File: config.mk
export PLATFORM = sky130hd
export DESIGN_NAME = uart_serial_pins
export DESIGN_NICKNAME = d
export VERILOG_FILES = /design/src/hdl/uart_pins_pkg.sv /design/src/hdl/uart_serial_pins.sv
export SDC_FILE = /design/constraint.sdc
export NUM_CORES = 1
export LEC_CHECK = 0
export BUFFER_PORTS_ARGS = -buffer_cell sky130_fd_sc_hd__buf_2
export CAP_MARGIN = 30
export CORE_AREA = 2 2 101 103
export CTS_BUF_LIST = sky130_fd_sc_hd__clkbuf_16
export DETAILED_ROUTE_END_ITERATION = 10
export DIE_AREA = 0 0 103 105
export PLACE_DENSITY = 0.7
export SYNTH_ARGS = -nofsm -noshare
export SYNTH_HDL_FRONTEND = slang
export SYNTH_SLANG_ARGS = --single-unit
File: constraint.sdc
create_clock -name clock -period 2.33 [get_ports clock]
set_input_delay 0.1165 -clock clock [delete_from_list [all_inputs] [get_ports clock]]
set_output_delay 0.1165 -clock clock [all_outputs]
set_load 0.005 [all_outputs]
File: src/hdl/uart_pins_pkg.sv
package uart_pins_pkg;
  // ---------------------------------------------------------------
  // timing and framing constants
  // ---------------------------------------------------------------
  localparam int unsigned CLOCK_HZ       = 10_000_000;  // system clock rate
  localparam int unsigned BAUD_DEFAULT   = 9_600;       // default line rate
  localparam int unsigned DATA_BITS      = 8;           // character width
  localparam int unsigned QUEUE_DEPTH    = 4;           // receive queue entries
  localparam int unsigned RTS_HIGH_MARK  = 3;           // negate request at or above
  localparam int unsigned RTS_LOW_MARK   = 1;           // assert request at or below
  localparam logic        LINE_MARK      = 1'b1;        // idle line level
  localparam logic        LINE_SPACE     = 1'b0;        // start bit level
endpackage

File: src/hdl/uart_serial_pins.sv
// Notes on behaviour
// RULE1 - tx line high when disabled, idle, loopback
// RULE2 - send lsb first, change on falling edge
// RULE3 - receive characters assembled lsb first
// RULE4 - any rx transition restarts stopped clock
// RULE5 - clear to send permits starting a character
// RULE6 - request to send from software or queue level
// RULE7 - one start bit, data, one stop bit
module uart_serial_pins
  import uart_pins_pkg::*;
#(
  parameter int unsigned CLOCK_RATE = CLOCK_HZ,
  parameter int unsigned BAUD       = BAUD_DEFAULT,
  parameter int unsigned DEPTH      = QUEUE_DEPTH,
  parameter int unsigned HIGH_MARK  = RTS_HIGH_MARK,
  parameter int unsigned LOW_MARK   = RTS_LOW_MARK
) (
  input  wire logic                 clock,
  input  wire logic                 sys_rst,
  input  wire logic                 txEnable,      // transmitter enable
  input  wire logic                 loopback,      // local loopback mode
  input  wire logic                 powerDown,     // request to stop clock
  input  wire logic                 autoRts,       // request follows queue level
  input  wire logic                 softRts,       // software request level
  input  wire logic [DATA_BITS-1:0] txData,
  input  wire logic                 txValid,
  output logic                      txReady,
  output logic [DATA_BITS-1:0]      rxData,
  output logic                      rxValid,
  input  wire logic                 rxReady,
  output logic                      clockRunning,  // channel clock not stopped
  output logic [3:0]                rxLevel,       // receive queue fill
  input  wire logic                 serial_rx_in,
  input  wire logic                 clear_to_send_in,   // active high permit
  output logic                      serial_tx_out,
  output logic                      request_to_send_out
);
  // ---------------------------------------------------------------
  // bit timing
  // ---------------------------------------------------------------
  localparam int unsigned DIV  = (CLOCK_RATE / BAUD) < 2 ? 2 : CLOCK_RATE / BAUD;
  localparam int unsigned HALF = DIV / 2;
  localparam logic [15:0] DIV_M1  = 16'(DIV - 1);
  localparam logic [15:0] HALF_M1 = 16'(HALF - 1);
  localparam logic [15:0] HALF_AT = 16'(HALF);

  typedef enum {TX_IDLE, TX_START, TX_DATA, TX_STOP} tx_state_e;
  typedef enum {RX_IDLE, RX_START, RX_DATA, RX_STOP} rx_state_e;

  // ---------------------------------------------------------------
  // power-down clock gate
  // ---------------------------------------------------------------
  logic rxPrev;       // last sampled rx level
  logic pdPrev;       // stop on a new request only, so a line wake sticks
  logic next_clockRunning;
  always_comb begin
    next_clockRunning = clockRunning;
    if (powerDown && !pdPrev) begin
      next_clockRunning = 1'b0;
    end else if (!clockRunning && (serial_rx_in != rxPrev)) begin
      next_clockRunning = 1'b1;  // [RULE4]
    end else if (!powerDown) begin
      next_clockRunning = 1'b1;
    end
  end
  always_ff @(posedge clock) begin
    if (sys_rst) begin
      clockRunning <= 1'b1;
      rxPrev       <= LINE_MARK;
      pdPrev       <= 1'b0;
    end else begin
      clockRunning <= next_clockRunning;
      rxPrev       <= serial_rx_in;
      pdPrev       <= powerDown;
    end
  end

  // ---------------------------------------------------------------
  // transmitter
  // ---------------------------------------------------------------
  tx_state_e txState, next_txState;
  logic [15:0]          txCnt, next_txCnt;     // cycles into bit
  logic [2:0]           txBit, next_txBit;     // data bit index
  logic [DATA_BITS-1:0] txShift, next_txShift; // shift register
  logic                 txLine, next_txLine;   // registered line level
  // after the start bit the line is only updated at the end of a bit period, which plays
  // the role of the falling edge of the serial clock source
  always_comb begin
    next_txState = txState;
    next_txCnt   = txCnt;
    next_txBit   = txBit;
    next_txShift = txShift;
    next_txLine  = txLine;
    txReady      = 1'b0;
    case (txState)
      TX_IDLE: begin
        next_txLine = LINE_MARK;  // [RULE1]
        txReady = txEnable && !loopback && clear_to_send_in && clockRunning;  // [RULE5]
        if (txValid && txReady) begin
          next_txShift = txData;
          next_txCnt   = '0;
          next_txLine  = LINE_SPACE;  // [RULE7]
          next_txState = TX_START;
        end
      end
      TX_START, TX_DATA, TX_STOP: begin
        if (!clockRunning) begin
          next_txCnt = txCnt;
        end else if (txCnt != DIV_M1) begin
          next_txCnt = txCnt + 16'h0001;
        end else begin
          next_txCnt = '0;
          case (txState)
            TX_START: begin
              next_txLine  = txShift[0];  // [RULE2]
              next_txShift = txShift >> 1;
              next_txBit   = '0;
              next_txState = TX_DATA;
            end
            TX_DATA: begin
              if (txBit == 3'(DATA_BITS - 1)) begin
                next_txLine  = LINE_MARK;  // [RULE7]
                next_txState = TX_STOP;
              end else begin
                next_txLine  = txShift[0];  // [RULE2]
                next_txShift = txShift >> 1;
                next_txBit   = txBit + 3'h1;
              end
            end
            default: begin
              next_txLine  = LINE_MARK;
              next_txState = TX_IDLE;
            end
          endcase
        end
      end
      default: next_txState = TX_IDLE;
    endcase
  end
  always_ff @(posedge clock) begin
    if (sys_rst) begin
      txState <= TX_IDLE;
      txCnt   <= '0;
      txBit   <= '0;
      txShift <= '0;
      txLine  <= LINE_MARK;
    end else begin
      txState <= next_txState;
      txCnt   <= next_txCnt;
      txBit   <= next_txBit;
      txShift <= next_txShift;
      txLine  <= next_txLine;
    end
  end
  // loopback keeps the pin at mark whatever the shifter does
  assign serial_tx_out = (loopback || !txEnable) ? LINE_MARK : txLine;  // [RULE1]
  // loopback feeds the shifter back to the receiver
  logic rxLine;
  assign rxLine = loopback ? txLine : serial_rx_in;

  // ---------------------------------------------------------------
  // receiver
  // ---------------------------------------------------------------
  rx_state_e rxState, next_rxState;
  logic [15:0]          rxCnt, next_rxCnt;
  logic [2:0]           rxBit, next_rxBit;
  logic [DATA_BITS-1:0] rxShift, next_rxShift;
  logic                 pushValid;  // completed character
  logic                 pushReady;  // queue has room
  always_comb begin
    next_rxState = rxState;
    next_rxCnt   = rxCnt;
    next_rxBit   = rxBit;
    next_rxShift = rxShift;
    pushValid    = 1'b0;
    case (rxState)
      RX_IDLE: begin
        next_rxCnt = '0;
        if (clockRunning && rxLine == LINE_SPACE) begin
          next_rxState = RX_START;
        end
      end
      RX_START: begin
        // re-check start at mid bit to reject glitches
        if (rxCnt != HALF_M1) begin
          next_rxCnt = rxCnt + 16'h0001;
        end else begin
          next_rxCnt   = '0;
          next_rxBit   = '0;
          next_rxState = (rxLine == LINE_SPACE) ? RX_DATA : RX_IDLE;  // [RULE7]
        end
      end
      RX_DATA: begin
        if (rxCnt != DIV_M1) begin
          next_rxCnt = rxCnt + 16'h0001;
        end else begin
          next_rxCnt   = '0;
          next_rxShift = {rxLine, rxShift[DATA_BITS-1:1]};  // [RULE3]
          next_rxBit   = rxBit + 3'h1;
          if (rxBit == 3'(DATA_BITS - 1)) begin
            next_rxState = RX_STOP;
          end
        end
      end
      RX_STOP: begin
        if (rxCnt != DIV_M1) begin
          next_rxCnt = rxCnt + 16'h0001;
        end else begin
          // framing error (low stop) drops the character
          pushValid    = (rxLine == LINE_MARK);  // [RULE7]
          next_rxState = RX_IDLE;
        end
      end
      default: next_rxState = RX_IDLE;
    endcase
  end
  always_ff @(posedge clock) begin
    if (sys_rst) begin
      rxState <= RX_IDLE;
      rxCnt   <= '0;
      rxBit   <= '0;
      rxShift <= '0;
    end else begin
      rxState <= next_rxState;
      rxCnt   <= next_rxCnt;
      rxBit   <= next_rxBit;
      rxShift <= next_rxShift;
    end
  end

  // ---------------------------------------------------------------
  // receive queue, a ring of DEPTH words
  // ---------------------------------------------------------------
  // a character arriving while full is lost: the line cannot stall,
  // which is why the request output throttles the far side early
  localparam int unsigned AW = (DEPTH < 2) ? 1 : $clog2(DEPTH);
  logic [DATA_BITS-1:0] mem [DEPTH];
  logic [AW-1:0]        wrPtr, next_wrPtr, rdPtr, next_rdPtr;
  logic [3:0]           count, next_count;
  logic                 doPush, doPop;
  assign pushReady = (count != 4'(DEPTH));
  assign doPush    = pushValid && pushReady;
  assign doPop     = rxValid && rxReady;
  assign rxValid   = (count != 4'h0);
  assign rxLevel   = count;
  always_comb begin
    next_wrPtr = wrPtr;
    next_rdPtr = rdPtr;
    next_count = count;
    if (doPush) begin
      next_wrPtr = (wrPtr == AW'(DEPTH - 1)) ? '0 : wrPtr + AW'(1);
    end
    if (doPop) begin
      next_rdPtr = (rdPtr == AW'(DEPTH - 1)) ? '0 : rdPtr + AW'(1);
    end
    if (doPush && !doPop) begin
      next_count = count + 4'h1;
    end else if (doPop && !doPush) begin
      next_count = count - 4'h1;
    end
  end
  always_ff @(posedge clock) begin
    if (sys_rst) begin
      wrPtr <= '0;
      rdPtr <= '0;
      count <= '0;
    end else begin
      wrPtr <= next_wrPtr;
      rdPtr <= next_rdPtr;
      count <= next_count;
    end
    if (doPush) begin
      mem[wrPtr] <= rxShift;
    end
  end
  always_comb rxData = mem[rdPtr];

  // ---------------------------------------------------------------
  // request-to-send (active high = request)
  // ---------------------------------------------------------------
  // hysteresis between the two marks avoids chatter on the pin
  logic autoReq, next_autoReq;
  always_comb begin
    next_autoReq = autoReq;
    if (count >= 4'(HIGH_MARK)) begin
      next_autoReq = 1'b0;  // [RULE6]
    end else if (count <= 4'(LOW_MARK)) begin
      next_autoReq = 1'b1;  // [RULE6]
    end
  end
  always_ff @(posedge clock) begin
    if (sys_rst) begin
      autoReq <= 1'b1;
    end else begin
      autoReq <= next_autoReq;
    end
  end
  assign request_to_send_out = autoRts ? autoReq : softRts;  // [RULE6]
endmodule

Word level (Yosys, flattened, before mapping)
Memories as Yosys holds them, arrays and structs flattened. A register that Yosys moved wholly into a read port is not among the register bits.
Cells that the tools add are included.
{ "word_totals": {"romBits": 0, "word_cells": 153, "output_inout_bits": 17, "mem_count": 1, "reg_bits": 131, "latchBits": 0, "ram_bits": 32, "inputBits": 19} }
{ "classes": {"n_reduce_logical": 37, "shifts": 0, "bitwise_logic": 3, "muxes": 57, "div_mod_pow": 0, "add_sub_neg": 8, "n_eq_ne": 29, "n_lt_le_gt_ge": 2, "multipliers": 0} }
{ "mem_list": {"columns": ["name", "words", "width", "rd", "rd_clocked_by_memory_dff", "write_ports", "line_no", "rtl"], "rows": [
  ["mem", 4, 8, 1, 1, 1, "uart_serial_pins.sv:237", "logic [DATA_BITS-1:0] mem [DEPTH];"]
]} }
{ "op_table": {"columns": ["cell", "n"], "rows": [
  ["$mux 32", 9],
  ["$eq 32x2->1 const B", 4],
  ["$pmux 32 s2", 2],
  ["$pmux 32 s4", 1],
  ["$mux 16", 6],
  ["$eq 32x1->1 const B", 2],
  ["$logic_not 32->1", 2],
  ["$pmux 16 s4", 1],
  ["$add 16x1->16 const B", 2],
  ["$mux 8", 4],
  ["$ne 16x11->1 const B", 2],
  ["$pmux 16 s2", 1],
  ["$pmux 8 s2", 2],
  ["$ne 2x2->1 const B", 10],
  ["$mux 1", 17],
  ["$ne 16x10->1 const B", 1],
  ["$pmux 3 s2", 2],
  ["$logic_and 1x1->1", 11],
  ["$mux 2", 5],
  ["$reduce_and 5->1", 2],
  ["$reduce_bool 2->1", 5],
  ["$mux 3", 3],
  ["$ne 3x3->1 const B", 3],
  ["$reduce_and 3->1", 3],
  ["other kinds (21)", 36]
]} }

Longest topological paths before layout
Gate-level depths: netlist (run 1).
{ "logic_depth": {"depth_word": 8, "ltp_mapped": 11, "mapped_depth_nobuf": 10} }

Least setup slack after synthesis (run 1)
OpenSTA, ideal clock, no wires.
{ "synth_path": {"path_kind": "reg2reg", "start": "register rxCnt[8]", "end": "register count[2], in the netlist rxLevel[2]", "t_required_ps": 2259, "n_path_buf": 1, "arrival_ps": 2187, "path_stages_with_launch": 8, "setup_ps": 71, "setup_slack_ps": 72, "path_cell_list": "dfxtp_1 > or4_4 > nor4_1 > and4_1 > buf_2 > ha_1 > or3_1 > a21oi_1"} }
{ "synth_between": {"elab_chain_cells": 7} }
{ "synth_lines": {"columns": ["item", "line_no", "rtl"], "rows": [
  ["start, declared", "uart_serial_pins.sv:165", "logic [15:0] rxCnt, next_rxCnt;"],
  ["start signal, assigned", "uart_serial_pins.sv:225", "rxCnt <= next_rxCnt;"],
  ["$ne 16x11->1 *", "uart_serial_pins.sv:206", "if (rxCnt != DIV_M1) begin"],
  ["$mux 1 *", "uart_serial_pins.sv:206", null],
  ["$mux 1 *", "uart_serial_pins.sv:176", "case (rxState)"],
  ["$logic_and 1x1->1 *", "uart_serial_pins.sv:242", "assign doPush = pushValid && pushReady;"],
  ["named net doPush", "uart_serial_pins.sv:240", "logic doPush, doPop;"],
  ["$logic_not 1->1", "uart_serial_pins.sv:258", "end else if (doPop && !doPush) begin"],
  ["$logic_and 1x1->1", "uart_serial_pins.sv:258", null],
  ["$reduce_bool 2->1 (no line)", null, null],
  ["end signal, assigned", "uart_serial_pins.sv:270", "count <= next_count;"],
  ["end, declared", "uart_serial_pins.sv:239", "logic [3:0] count, next_count;"]
]} }
The timed path passes the listed nets; every way through them passes the cells marked *.
A chain may end at the register's enable or synchronous reset.

Worst setup path in the final report (run 1)
{ "layout_path": {"start": "register rxCnt[12]", "end": "register count[2], in the netlist rxLevel[2]"} }
{ "layout_between": {"elab_chain_cells": 7} }
{ "layout_lines": {"columns": ["item", "line_no"], "rows": [
  ["$ne 16x11->1 *", "uart_serial_pins.sv:206"],
  ["$mux 1 *", "uart_serial_pins.sv:206"],
  ["$mux 1 *", "uart_serial_pins.sv:176"],
  ["$logic_and 1x1->1 *", "uart_serial_pins.sv:242"],
  ["$logic_not 1->1", "uart_serial_pins.sv:258"],
  ["$logic_and 1x1->1", "uart_serial_pins.sv:258"],
  ["$reduce_bool 2->1 (no line)", null]
]} }
Every way passes the cells marked *; elsewhere a longest branch is shown, timed or not.

==> run_summary.xml, run 1 <==
<?xml version="1.0" encoding="UTF-8"?>
<metrics>
  <group name="run_status">
    <metric name="status" unit="">finished, final reports clean</metric>
  </group>
  <group name="worst_hold_path">
    <metric name="worst_hold_path_type" unit="">in -&gt; reg</metric>
    <metric name="worst_hold_path.num_cells" unit="">2</metric>
  </group>
  <group name="pwr">
    <metric name="worst_ir_drop_on_vdd" unit="mV">0.345</metric>
    <metric name="total_power" unit="W">0.00380</metric>
    <metric name="power_density" unit="mW/mm^2">691</metric>
    <metric name="cellLeakagePower" unit="nW">2.01</metric>
  </group>
  <group name="clock_tree">
    <metric name="worst_skew_pair.late_latency" unit="ps">340</metric>
    <metric name="cts_tree" unit="">done</metric>
    <metric name="htreeDepth" unit="">3</metric>
    <metric name="cts_buffers" unit="">9</metric>
    <metric name="clock_sinks" unit="">105</metric>
    <metric name="clockBufferDepth" unit="">2</metric>
    <metric name="clockRootBuffer" unit="">clkbuf_16</metric>
    <metric name="clk_pin_slew" unit="ps">70</metric>
  </group>
  <group name="logic_synthesis">
    <metric name="average_instance_area_after_synthesis" unit="sq um">10.6</metric>
    <metric name="seq_area_frac_synth" unit="%">50.9</metric>
    <metric name="synth-edff-count" unit="">32</metric>
    <metric name="dominantRegCellSynth" unit="">dfxtp_1</metric>
    <metric name="ys_async_sr_fraction" unit="%">0</metric>
    <metric name="synthDistinctLibCells" unit="">55</metric>
    <metric name="syn-instance-count" unit="">451</metric>
    <metric name="yosys_warnings" unit="">0</metric>
    <metric name="mappedNetlistArea" unit="sq mm">0.00476</metric>
    <metric name="syn-num-nets" unit="">492</metric>
    <metric name="synth-seq-cells" unit="">105</metric>
  </group>
  <group name="job">
    <metric name="max_cap_violations" unit="">0</metric>
  </group>
  <group name="global_route">
    <metric name="globalRouteTotalUtil" unit="%">16.8</metric>
    <metric name="grt.overflow.total" unit="">0</metric>
    <metric name="pin_count_of_the_biggest_net_entering_global_routing" unit="">24</metric>
    <metric name="grt_pass1_wl" unit="mm">14.8</metric>
    <metric name="vias_in_the_first_global_route" unit="">3234</metric>
    <metric name="grt_antenna_before_repair" unit="">0</metric>
  </group>
  <group name="layout">
    <metric name="post_route_cells_drive_above_1_share" unit="%">18.9</metric>
    <metric name="synthToLayoutAreaGrowth" unit="%">15.5</metric>
    <metric name="instances_no_fill" unit="">636</metric>
    <metric name="regArea" unit="sq mm">0.00242</metric>
    <metric name="num_antenna_cells" unit="">0</metric>
    <metric name="finalNetCount" unit="">539</metric>
    <metric name="multi_input_combinational_cell_area" unit="sq mm">0.00223</metric>
    <metric name="final.fill_count" unit="">859</metric>
    <metric name="post-route-cell-area" unit="sq mm">0.00550</metric>
  </group>
  <group name="floorplan">
    <metric name="rows" unit="">36</metric>
    <metric name="ios" unit="">36</metric>
    <metric name="core_region_area" unit="sq mm">0.00964</metric>
    <metric name="floorplan_die_area" unit="sq mm">0.0108</metric>
    <metric name="floorplan.die.width" unit="um">103</metric>
    <metric name="die_h" unit="um">105</metric>
    <metric name="initial_core_util" unit="%">49.4</metric>
  </group>
  <group name="timing">
    <metric name="postLayoutSetupSlackWorst" unit="ps">94.5</metric>
    <metric name="timing.final.hold_violations" unit="">0</metric>
    <metric name="tightestPinTransition" unit="ps">577</metric>
    <metric name="achievable-frequency" unit="MHz">447</metric>
    <metric name="post-route-min-period" unit="ps">2240</metric>
    <metric name="finalSetupTns" unit="ps">0</metric>
    <metric name="layout_worst_path_cycle_share" unit="%">95.9</metric>
    <metric name="relSlewSlack" unit="%">61.2</metric>
    <metric name="finalMaxSlewViolations" unit="">0</metric>
    <metric name="timing.final.setup_violations" unit="">0</metric>
    <metric name="grt_setup_unrepaired" unit="">false</metric>
    <metric name="worst_clock_skew" unit="ps">9.83</metric>
  </group>
  <group name="setup_path">
    <metric name="critPathKind" unit="">reg -&gt; reg</metric>
    <metric name="cp_data_arrival_time" unit="ps">2510</metric>
    <metric name="cp_data_required_time" unit="ps">2600</metric>
    <metric name="critical_path.endpoint_type" unit="">flip-flop</metric>
    <metric name="worstRegToRegCells" unit="">6</metric>
    <metric name="ff2ff_setup_slack" unit="ps">90</metric>
    <metric name="worstSetupStartpointType" unit="">flip-flop</metric>
    <metric name="worst-path-max-fanout" unit="">6</metric>
  </group>
  <group name="place">
    <metric name="post-place-ws" unit="ps">51.2</metric>
    <metric name="post_place_cells" unit="">619</metric>
    <metric name="dp.final_hpwl" unit="mm">6.26</metric>
    <metric name="place.port_buffers" unit="">35</metric>
    <metric name="place_congestion" unit="">0.820</metric>
    <metric name="placed_area" unit="sq mm">0.00518</metric>
  </group>
  <group name="route">
    <metric name="vias" unit="">3430</metric>
    <metric name="met3_wirelength" unit="um">347</metric>
    <metric name="drt_iter0_markers" unit="">166</metric>
    <metric name="via_per_inst" unit="">5.39</metric>
    <metric name="detailedRoute.firstPassIterationCount" unit="">4</metric>
    <metric name="routed_wirelength" unit="mm">8.68</metric>
    <metric name="route.layer.met1.wl" unit="mm">4.02</metric>
    <metric name="avgRoutedWirePerCell" unit="um">13.6</metric>
    <metric name="top_layer" unit="">met4</metric>
    <metric name="met2WireLength" unit="mm">4.15</metric>
    <metric name="drc_errors" unit="">0</metric>
    <metric name="ant_nets" unit="">0</metric>
  </group>
</metrics>
==> what timing repair did <==
action / in CTS / in global routing
gates resized for setup: 0 / 4
hold endpoints to repair: 0 / 0
setup endpoints to repair: 0 / 36
setup buffers: 0 / 1
hold buffers: 0 / 0
==> synth_stat cells, drive strengths merged, types with 3 or more instances <==
| master | count | area (sq um) |
|---|---|---|
| a21oi | 15 | 78.8 |
| nand4 | 8 | 50.1 |
| or3b | 4 | 35.0 |
| xnor2 | 15 | 131 |
| nand2b | 3 | 18.8 |
| nor3 | 11 | 60.1 |
| or3 | 3 | 18.8 |
| ha | 22 | 275 |
| mux4 | 8 | 180 |
| nand3 | 15 | 75.1 |
| dfxtp | 73 | 1460 |
| nor4 | 9 | 56.3 |
| a211oi | 11 | 82.6 |
| clkbuf | 13 | 48.8 |
| and3 | 6 | 37.5 |
| nor2b | 4 | 25.0 |
| buf | 4 | 18.8 |
| edfxtp | 32 | 961 |
| xor2 | 13 | 114 |
| nor2 | 63 | 236 |
| o21ai | 8 | 43.8 |
| inv | 16 | 60.1 |
| a31o | 3 | 26.3 |
| a31oi | 3 | 18.8 |
| nor4b | 4 | 50.1 |
| nand2 | 32 | 120 |
| mux2i | 19 | 190 |
| and4 | 3 | 26.3 |
| and2 | 6 | 37.5 |
==> critical path, stage by stage, from the launching register on <==
cell and delay (ps):
dfxtp_1 330, or4_4 540, nor4_2 200, and4_1 260, ha_2 320, or3_1 380, a21oi_1 140
==> cells in the final DEF (no fill, tap or decap), types with 3 or more instances in the layout <==
cell	synthesis	final
a211oi_1	11	10
a21oi_1	14	14
a31oi_1	3	3
and2_1	6	5
and3_1	6	6
and4_1	3	3
buf_2	3	35
buf_4	0	17
clkbuf_16	0	9
dfxtp_1	73	73
edfxtp_1	32	32
ha_1	22	21
inv_1	16	16
mux2i_1	19	19
mux4_2	8	8
nand2_1	32	32
nand2b_1	3	3
nand3_1	15	15
nand4_1	8	8
nor2_1	63	63
nor2b_1	4	4
nor3_1	10	10
nor4_1	9	8
nor4b_1	3	3
o21ai_0	7	7
or3_1	3	3
or3b_2	3	3
xnor2_1	15	15
xor2_1	13	13
==> state kept, by name (all words and copies together) (netlist names), 2 cells and up, named ones only <==
signal and count:
txCnt 16, rxLevel 4, mem 32, txShift 8, rxShift 8, txBit 3
rxState 2, rdPtr 2, wrPtr 2, rxBit 3, rxCnt 16, txState 2
==> power breakdown <==
group / total [W] / internal, W / switching [W]
clock: 0.00151 / 0.000843 / 0.000668
sequential: 0.00195 / 0.00192 / 0.0000356
combinational: 0.000335 / 0.000145 / 0.000190
==> worst paths after layout <==
check,start,to
worst max-delay path,rxCnt[12],rxLevel[2]
worst min register to register,pdPrev,clockRunning
worst max register to register,rxCnt[12],rxLevel[2]
worst min-delay path,serial_rx_in,rxPrev
==> kinds of logic after synthesis <==
| logic type | share of synthesized area (%) |
|---|---|
| xor+xnor | 5.15 |
| buf+inv | 2.68 |
| flops | 50.9 |
| compound gates | 7.99 |
| mux | 8.01 |
| simple gates | 19.5 |
| fa+ha+maj | 5.78 |
==> layer usage <==
| layer | vias up | track usage (%) |
|---|---|---|
| met4 | 0 | 6.58 |
| met1 | 1616 | 22.9 |
| met5 | - | 0 |
| met3 | 15 | 2.61 |
| li1 | 1721 | - |
| met2 | 78 | 26.7 |
==> layout make-up <==
| type | instances | area share [%] |
|---|---|---|
| sequential | 105 | 44.1 |
| clock inverter | 7 | 1.37 |
| clock buffer | 9 | 4.10 |
| tap | 133 | 3.03 |
| inverter | 16 | 1.09 |
| multi-input combinational | 313 | 40.5 |
| timing repair buffer | 53 | 5.87 |
==> stage by stage <==
step	util, %	hold slack [ps]
after floorplan	-	223
after global placement	53.7	355
after detailed placement	53.7	360
after CTS	56.8	9.21
after global routing	57.0	22.4
final	57.0	13.2
(Power assumes the default switching activity.)
==> run 2, diff against run 1 <==
PLACE_DENSITY = 0.67   (was 0.7)
REMOVE_ABC_BUFFERS = 1   (was unset)
clock period = 2.78 ns   (was 2.33 ns; I/O delays follow)
==> run_summary.xml, run 2 (synthesized netlist as in run 1, its figures left out) <==
<?xml version="1.0" encoding="UTF-8"?>
<metrics>
  <group name="run_status">
    <metric name="status" unit="">finished, final reports clean</metric>
  </group>
  <group name="setup_path">
    <metric name="worstSetupStartpointType" unit="">flip-flop</metric>
    <metric name="critical_path_buf_inv_count" unit="">0</metric>
    <metric name="regToRegStartpoint" unit="">rxCnt[8]</metric>
    <metric name="cp_data_required_time" unit="ps">3040</metric>
    <metric name="reg2reg_to" unit="">rxLevel[2]</metric>
    <metric name="critPathKind" unit="">reg -&gt; reg</metric>
    <metric name="critPathTopFamily" unit="">simple AND/OR/NAND/NOR gates</metric>
    <metric name="timing.critical_path.cells" unit="">or4_4, nor4_1, and4_1, ha_1, or3_1, a21oi_1</metric>
    <metric name="critical_path.endpoint_type" unit="">flip-flop</metric>
    <metric name="worst-path-max-fanout" unit="">7</metric>
    <metric name="cp_data_arrival_time" unit="ps">2760</metric>
    <metric name="ff2ff_setup_slack" unit="ps">280</metric>
    <metric name="worstRegToRegCells" unit="">6</metric>
    <metric name="worst_path_max_delay_cell" unit="">or4_4</metric>
    <metric name="slowest_delay" unit="ps">570</metric>
  </group>
  <group name="timing">
    <metric name="post-route-min-period" unit="ps">2500</metric>
    <metric name="worst_clock_skew" unit="ps">8.65</metric>
    <metric name="timing.final.hold_violations" unit="">0</metric>
    <metric name="tightestPinTransition" unit="ps">729</metric>
    <metric name="timing.final.setup_violations" unit="">0</metric>
    <metric name="finalMaxSlewViolations" unit="">0</metric>
    <metric name="hold_ws" unit="ps">45.1</metric>
    <metric name="finalSetupTns" unit="ps">0</metric>
    <metric name="relSlewSlack" unit="%">50.7</metric>
    <metric name="grt_setup_unrepaired" unit="">false</metric>
    <metric name="achievable-frequency" unit="MHz">400</metric>
    <metric name="layout_worst_path_cycle_share" unit="%">89.9</metric>
  </group>
  <group name="route">
    <metric name="detailedRoute.firstPassIterationCount" unit="">4</metric>
    <metric name="avgRoutedWirePerCell" unit="um">14.3</metric>
    <metric name="vias" unit="">3314</metric>
    <metric name="drc_errors" unit="">0</metric>
    <metric name="via_per_inst" unit="">5.33</metric>
    <metric name="ant_nets" unit="">0</metric>
    <metric name="routed_wirelength" unit="mm">8.89</metric>
    <metric name="drt_iter0_markers" unit="">125</metric>
  </group>
  <group name="worst_hold_path">
    <metric name="worst_hold_path.num_cells" unit="">2</metric>
    <metric name="worst_hold_path_type" unit="">in -&gt; reg</metric>
    <metric name="hold_start" unit="">txData[7]</metric>
    <metric name="hold_path_end" unit="">txShift[7]</metric>
  </group>
  <group name="layout">
    <metric name="leading_cell_types_in_the_layout_fill_and_taps_excluded" unit="">73 x dfxtp_1, 63 x nor2_1, 35 x buf_2</metric>
    <metric name="finalNetCount" unit="">525</metric>
    <metric name="post-route-cell-area" unit="sq mm">0.00536</metric>
    <metric name="num_antenna_cells" unit="">0</metric>
    <metric name="synthToLayoutAreaGrowth" unit="%">12.6</metric>
    <metric name="layout.cells.most_common" unit="">dfxtp_1</metric>
    <metric name="top_register" unit="">mem</metric>
    <metric name="largest_reg_flops" unit="">32</metric>
    <metric name="reg_top3" unit="">mem: 32 flops, rxCnt: 16 flops, txCnt: 16 flops</metric>
    <metric name="final_core_util" unit="%">55.6</metric>
    <metric name="post_route_cells_drive_above_1_share" unit="%">16.0</metric>
  </group>
  <group name="global_route">
    <metric name="grt_pass1_wl" unit="mm">15.2</metric>
    <metric name="globalRouteTotalUtil" unit="%">17.8</metric>
    <metric name="vias_in_the_first_global_route" unit="">3180</metric>
    <metric name="grt_antenna_before_repair" unit="">0</metric>
    <metric name="grt.overflow.total" unit="">0</metric>
    <metric name="pin_count_of_the_biggest_net_entering_global_routing" unit="">40</metric>
  </group>
  <group name="place">
    <metric name="place.port_buffers" unit="">35</metric>
    <metric name="dp.final_hpwl" unit="mm">6.18</metric>
    <metric name="place_congestion" unit="">0.807</metric>
    <metric name="placed_area" unit="sq mm">0.00507</metric>
  </group>
  <group name="pwr">
    <metric name="p_int" unit="W">0.00235</metric>
    <metric name="pwr-share-clk" unit="%">39.4</metric>
    <metric name="net-switching-power" unit="W">0.000796</metric>
    <metric name="worst_ir_drop_on_vdd" unit="mV">0.405</metric>
    <metric name="total_power" unit="W">0.00314</metric>
    <metric name="power_density" unit="mW/mm^2">586</metric>
    <metric name="cellLeakagePower" unit="nW">1.92</metric>
    <metric name="seq_power_share" unit="%">52.1</metric>
    <metric name="combPwrFrac" unit="%">8.5</metric>
    <metric name="power_switching_share" unit="%">25.3</metric>
  </group>
  <group name="floorplan">
    <metric name="die_h" unit="um">105</metric>
    <metric name="floorplan_die_area" unit="sq mm">0.0108</metric>
    <metric name="rows" unit="">36</metric>
    <metric name="initial_core_util" unit="%">49.4</metric>
    <metric name="floorplan.die.width" unit="um">103</metric>
    <metric name="core_region_area" unit="sq mm">0.00964</metric>
    <metric name="ios" unit="">36</metric>
  </group>
  <group name="clock_tree">
    <metric name="cts_buffers" unit="">9</metric>
    <metric name="clk_pin_slew" unit="ps">70</metric>
    <metric name="post_cts_resize_count" unit="">0</metric>
    <metric name="worst_skew_pair.late_latency" unit="ps">350</metric>
    <metric name="postCtsSetupBuffers" unit="">0</metric>
    <metric name="clockRootBuffer" unit="">clkbuf_16</metric>
    <metric name="htreeDepth" unit="">3</metric>
    <metric name="cts.hold.buffers_added" unit="">0</metric>
    <metric name="cts_tree" unit="">done</metric>
    <metric name="clock_sinks" unit="">105</metric>
    <metric name="clockBufferDepth" unit="">2</metric>
  </group>
  <group name="job">
    <metric name="max_cap_violations" unit="">0</metric>
  </group>
</metrics>
==> run 2: worst max-delay path by stage <==
stage	from	end	slack [ps]	cells past startpoint
after floorplan	rxCnt[8]	rxLevel[2]	520	6
after global placement	rxCnt[8]	rxLevel[2]	390	6
after detailed placement	rxCnt[8]	rxLevel[2]	370	6
after CTS	rxCnt[8]	rxLevel[2]	300	6
after global routing	rxCnt[8]	rxLevel[2]	160	6
final	rxCnt[8]	rxLevel[2]	280	6
==> run 2: power groups by stage <==
stage          clock [W]  sequential [W]  combinational (W)
5_1_grt          0.00132         0.00164           0.000302
3_3_place_gp           0         0.00167           0.000263
4_1_cts          0.00126         0.00164           0.000271
2_1_floorplan          0         0.00166           0.000184
6_report         0.00124         0.00164           0.000268
3_5_place_dp           0         0.00167           0.000270
==> run 2: layout make-up <==
type	count	area, sq um
Inverter	16	60.1
Clock inverter	7	68.8
Tap cell	133	166
Multi-Input combinational cell	313	2210
Sequential cell	105	2420
Fill cell	877	4280
Clock buffer	9	225
Timing Repair Buffer	39	205
==> run 2: per-layer routing <==
layer / GRT usage, % / share of wire [%] / vias to the layer above
met5: 0 / 0 / -
met3: 3.28 / 3.7 / 14
met1: 24.0 / 48 / 1549
met2: 28.2 / 47 / 64
li1: - / - / 1687
met4: 6.77 / 1.7 / 0
==> run 2: worst register-to-register path: stages, from the launching register on <==
cell     delay (ps)
dfxtp_1         340
or4_4           570
nor4_1          230
and4_1          390
ha_1            340
or3_1           380
a21oi_1         180
==> run 2: stage by stage <==
stage / instances / setup slack [ps]
global placement: 606 / 389
global route: 622 / 160
finish: 622 / 280
CTS: 622 / 296
floorplan: 434 / 520
detailed placement: 606 / 368
==> run 3, diff against run 2 <==
==> constraint.sdc (replaced) <==
create_clock -name clock -period 2.78 [get_ports clock]
set_input_delay 0.417 -clock clock [delete_from_list [all_inputs] [get_ports clock]]
set_output_delay 0.417 -clock clock [all_outputs]
set_load 0.01 [all_outputs]
==> run_summary.xml, run 3 (synthesized netlist as in run 1, its figures left out) <==
<?xml version="1.0" encoding="UTF-8"?>
<metrics>
  <group name="run_status">
    <metric name="status" unit="">finished, final reports clean</metric>
  </group>
  <group name="setup_path">
    <metric name="cp_data_required_time" unit="ps">3050</metric>
    <metric name="critical_path.startpoint" unit="">rxCnt[8]</metric>
    <metric name="critical_path.endpoint_type" unit="">flip-flop</metric>
    <metric name="reg2reg_to" unit="">rxLevel[2]</metric>
    <metric name="endpoint" unit="">rxLevel[2]</metric>
    <metric name="worstSetupStartpointType" unit="">flip-flop</metric>
    <metric name="worst-path-max-fanout" unit="">7</metric>
    <metric name="cp_data_arrival_time" unit="ps">2680</metric>
    <metric name="worstRegToRegCells" unit="">6</metric>
    <metric name="critPathKind" unit="">reg -&gt; reg</metric>
    <metric name="ff2ff_setup_slack" unit="ps">370</metric>
    <metric name="regToRegStartpoint" unit="">rxCnt[8]</metric>
  </group>
  <group name="timing">
    <metric name="tightestPinTransition" unit="ps">716</metric>
    <metric name="finalMaxSlewViolations" unit="">0</metric>
    <metric name="achievable-frequency" unit="MHz">415</metric>
    <metric name="finalSetupTns" unit="ps">0</metric>
    <metric name="grt_setup_unrepaired" unit="">false</metric>
    <metric name="post-route-min-period" unit="ps">2410</metric>
    <metric name="layout_worst_path_cycle_share" unit="%">86.7</metric>
    <metric name="timing.final.setup_violations" unit="">0</metric>
    <metric name="relSlewSlack" unit="%">51.6</metric>
    <metric name="postLayoutSetupSlackWorst" unit="ps">371</metric>
    <metric name="worst_clock_skew" unit="ps">6.53</metric>
    <metric name="timing.final.hold_violations" unit="">0</metric>
  </group>
  <group name="route">
    <metric name="via_per_inst" unit="">5.36</metric>
    <metric name="drt_iter0_markers" unit="">184</metric>
    <metric name="avgRoutedWirePerCell" unit="um">14.2</metric>
    <metric name="drc_errors" unit="">0</metric>
    <metric name="routed_wirelength" unit="mm">8.84</metric>
    <metric name="vias" unit="">3337</metric>
    <metric name="detailedRoute.firstPassIterationCount" unit="">4</metric>
    <metric name="ant_nets" unit="">0</metric>
  </group>
  <group name="floorplan">
    <metric name="rows" unit="">36</metric>
    <metric name="die_h" unit="um">105</metric>
    <metric name="floorplan_die_area" unit="sq mm">0.0108</metric>
    <metric name="core_region_area" unit="sq mm">0.00964</metric>
    <metric name="ios" unit="">36</metric>
    <metric name="floorplan.die.width" unit="um">103</metric>
    <metric name="initial_core_util" unit="%">49.4</metric>
  </group>
  <group name="layout">
    <metric name="top_register" unit="">mem</metric>
    <metric name="post-route-cell-area" unit="sq mm">0.00535</metric>
    <metric name="reg_top3" unit="">mem: 32 flops, rxCnt: 16 flops, txCnt: 16 flops</metric>
    <metric name="leading_cell_types_in_the_layout_fill_and_taps_excluded" unit="">73 x dfxtp_1, 63 x nor2_1, 35 x buf_2</metric>
    <metric name="instances_no_fill" unit="">623</metric>
    <metric name="largest_reg_flops" unit="">32</metric>
    <metric name="layout.cells.most_common" unit="">dfxtp_1</metric>
    <metric name="num_antenna_cells" unit="">0</metric>
    <metric name="synthToLayoutAreaGrowth" unit="%">12.3</metric>
    <metric name="finalNetCount" unit="">526</metric>
    <metric name="post_route_cells_drive_above_1_share" unit="%">15.9</metric>
  </group>
  <group name="job">
    <metric name="max_cap_violations" unit="">0</metric>
  </group>
  <group name="global_route">
    <metric name="grt_antenna_before_repair" unit="">0</metric>
    <metric name="met1_usage" unit="%">25.2</metric>
    <metric name="pin_count_of_the_biggest_net_entering_global_routing" unit="">35</metric>
    <metric name="globalRouteTotalUtil" unit="%">18.1</metric>
    <metric name="grt.met3_usage" unit="%">4.01</metric>
    <metric name="grt_util_met2" unit="%">27.5</metric>
    <metric name="grt.overflow.total" unit="">0</metric>
    <metric name="vias_in_the_first_global_route" unit="">3195</metric>
    <metric name="grt_pass1_wl" unit="mm">15.4</metric>
    <metric name="busiest_layer" unit="">met2</metric>
  </group>
  <group name="pwr">
    <metric name="worst_ir_drop_on_vdd" unit="mV">0.343</metric>
    <metric name="total_power" unit="W">0.00309</metric>
    <metric name="power_density" unit="mW/mm^2">578</metric>
    <metric name="cellLeakagePower" unit="nW">1.93</metric>
  </group>
  <group name="clock_tree">
    <metric name="htreeDepth" unit="">3</metric>
    <metric name="post_cts_resize_count" unit="">0</metric>
    <metric name="clock_sinks" unit="">105</metric>
    <metric name="cts.hold.buffers_added" unit="">0</metric>
    <metric name="postCtsSetupBuffers" unit="">0</metric>
    <metric name="cts_tree" unit="">done</metric>
    <metric name="worst_skew_pair.late_latency" unit="ps">340</metric>
    <metric name="cts_buffers" unit="">9</metric>
    <metric name="clockRootBuffer" unit="">clkbuf_16</metric>
    <metric name="clk_pin_slew" unit="ps">70</metric>
    <metric name="clockBufferDepth" unit="">2</metric>
  </group>
  <group name="worst_hold_path">
    <metric name="hold_start" unit="">serial_rx_in</metric>
    <metric name="worst_hold_path_type" unit="">in -&gt; reg</metric>
  </group>
  <group name="place">
    <metric name="post-place-ws" unit="ps">368</metric>
    <metric name="placed_area" unit="sq mm">0.00507</metric>
    <metric name="dp.final_hpwl" unit="mm">6.23</metric>
    <metric name="place.port_buffers" unit="">35</metric>
    <metric name="post_place_cells" unit="">607</metric>
    <metric name="place_congestion" unit="">0.798</metric>
  </group>
</metrics>
run 3: cell count changes in the layout (fill, tap and decap cells not counted), sizes merged:
cell | previous run | this run
buf | 39 | 40
clkinvlp | 1 | 0
inv | 20 | 21
run 3: cell type report:
class | instances | area, sq um
Timing Repair Buffer | 40 | 213
Clock inverter | 7 | 51.3
Multi-Input combinational cell | 313 | 2210
Fill cell | 888 | 4290
Sequential cell | 105 | 2420
Inverter | 16 | 60.1
Tap cell | 133 | 166
Clock buffer | 9 | 225
run 3: metal layers:
| metal | up-vias | wire length, um |
|---|---|---|
| met5 | - | 0 |
| met4 | 0 | 101 |
| met3 | 10 | 281 |
| met2 | 48 | 4270 |
| met1 | 1586 | 4190 |
| li1 | 1693 | - |
run 3: worst min path at each step:
stage                         to  slack (ps)  cells past startpoint
floorplan           clockRunning         420                      2
finish                    rxPrev         320                      2
detailed placement  clockRunning         430                      2
global route              rxPrev         310                      2
global placement    clockRunning         430                      2
CTS                       rxPrev         300                      2
run 3: worst max-delay path, cell delays in order, from the launching register on:
cell,delay [ps]
dfxtp_1,330
or4_4,570
nor4_1,220
and4_1,370
ha_1,340
or3_1,380
a21oi_1,130
run 3: stage by stage:
stage | util (%) | hold WS (ps)
floorplan | - | 424
global placement | 52.6 | 432
detailed placement | 52.6 | 434
CTS | 55.5 | 302
global route | 55.5 | 310
finish | 55.5 | 315
run 3: report_power, final:
part | switching, W | leakage [nW] | internal [W]
Combinational | 0.000163 | 0.900 | 0.000112
Clock | 0.000565 | 0.144 | 0.000617
Sequential | 0.0000306 | 0.887 | 0.00161
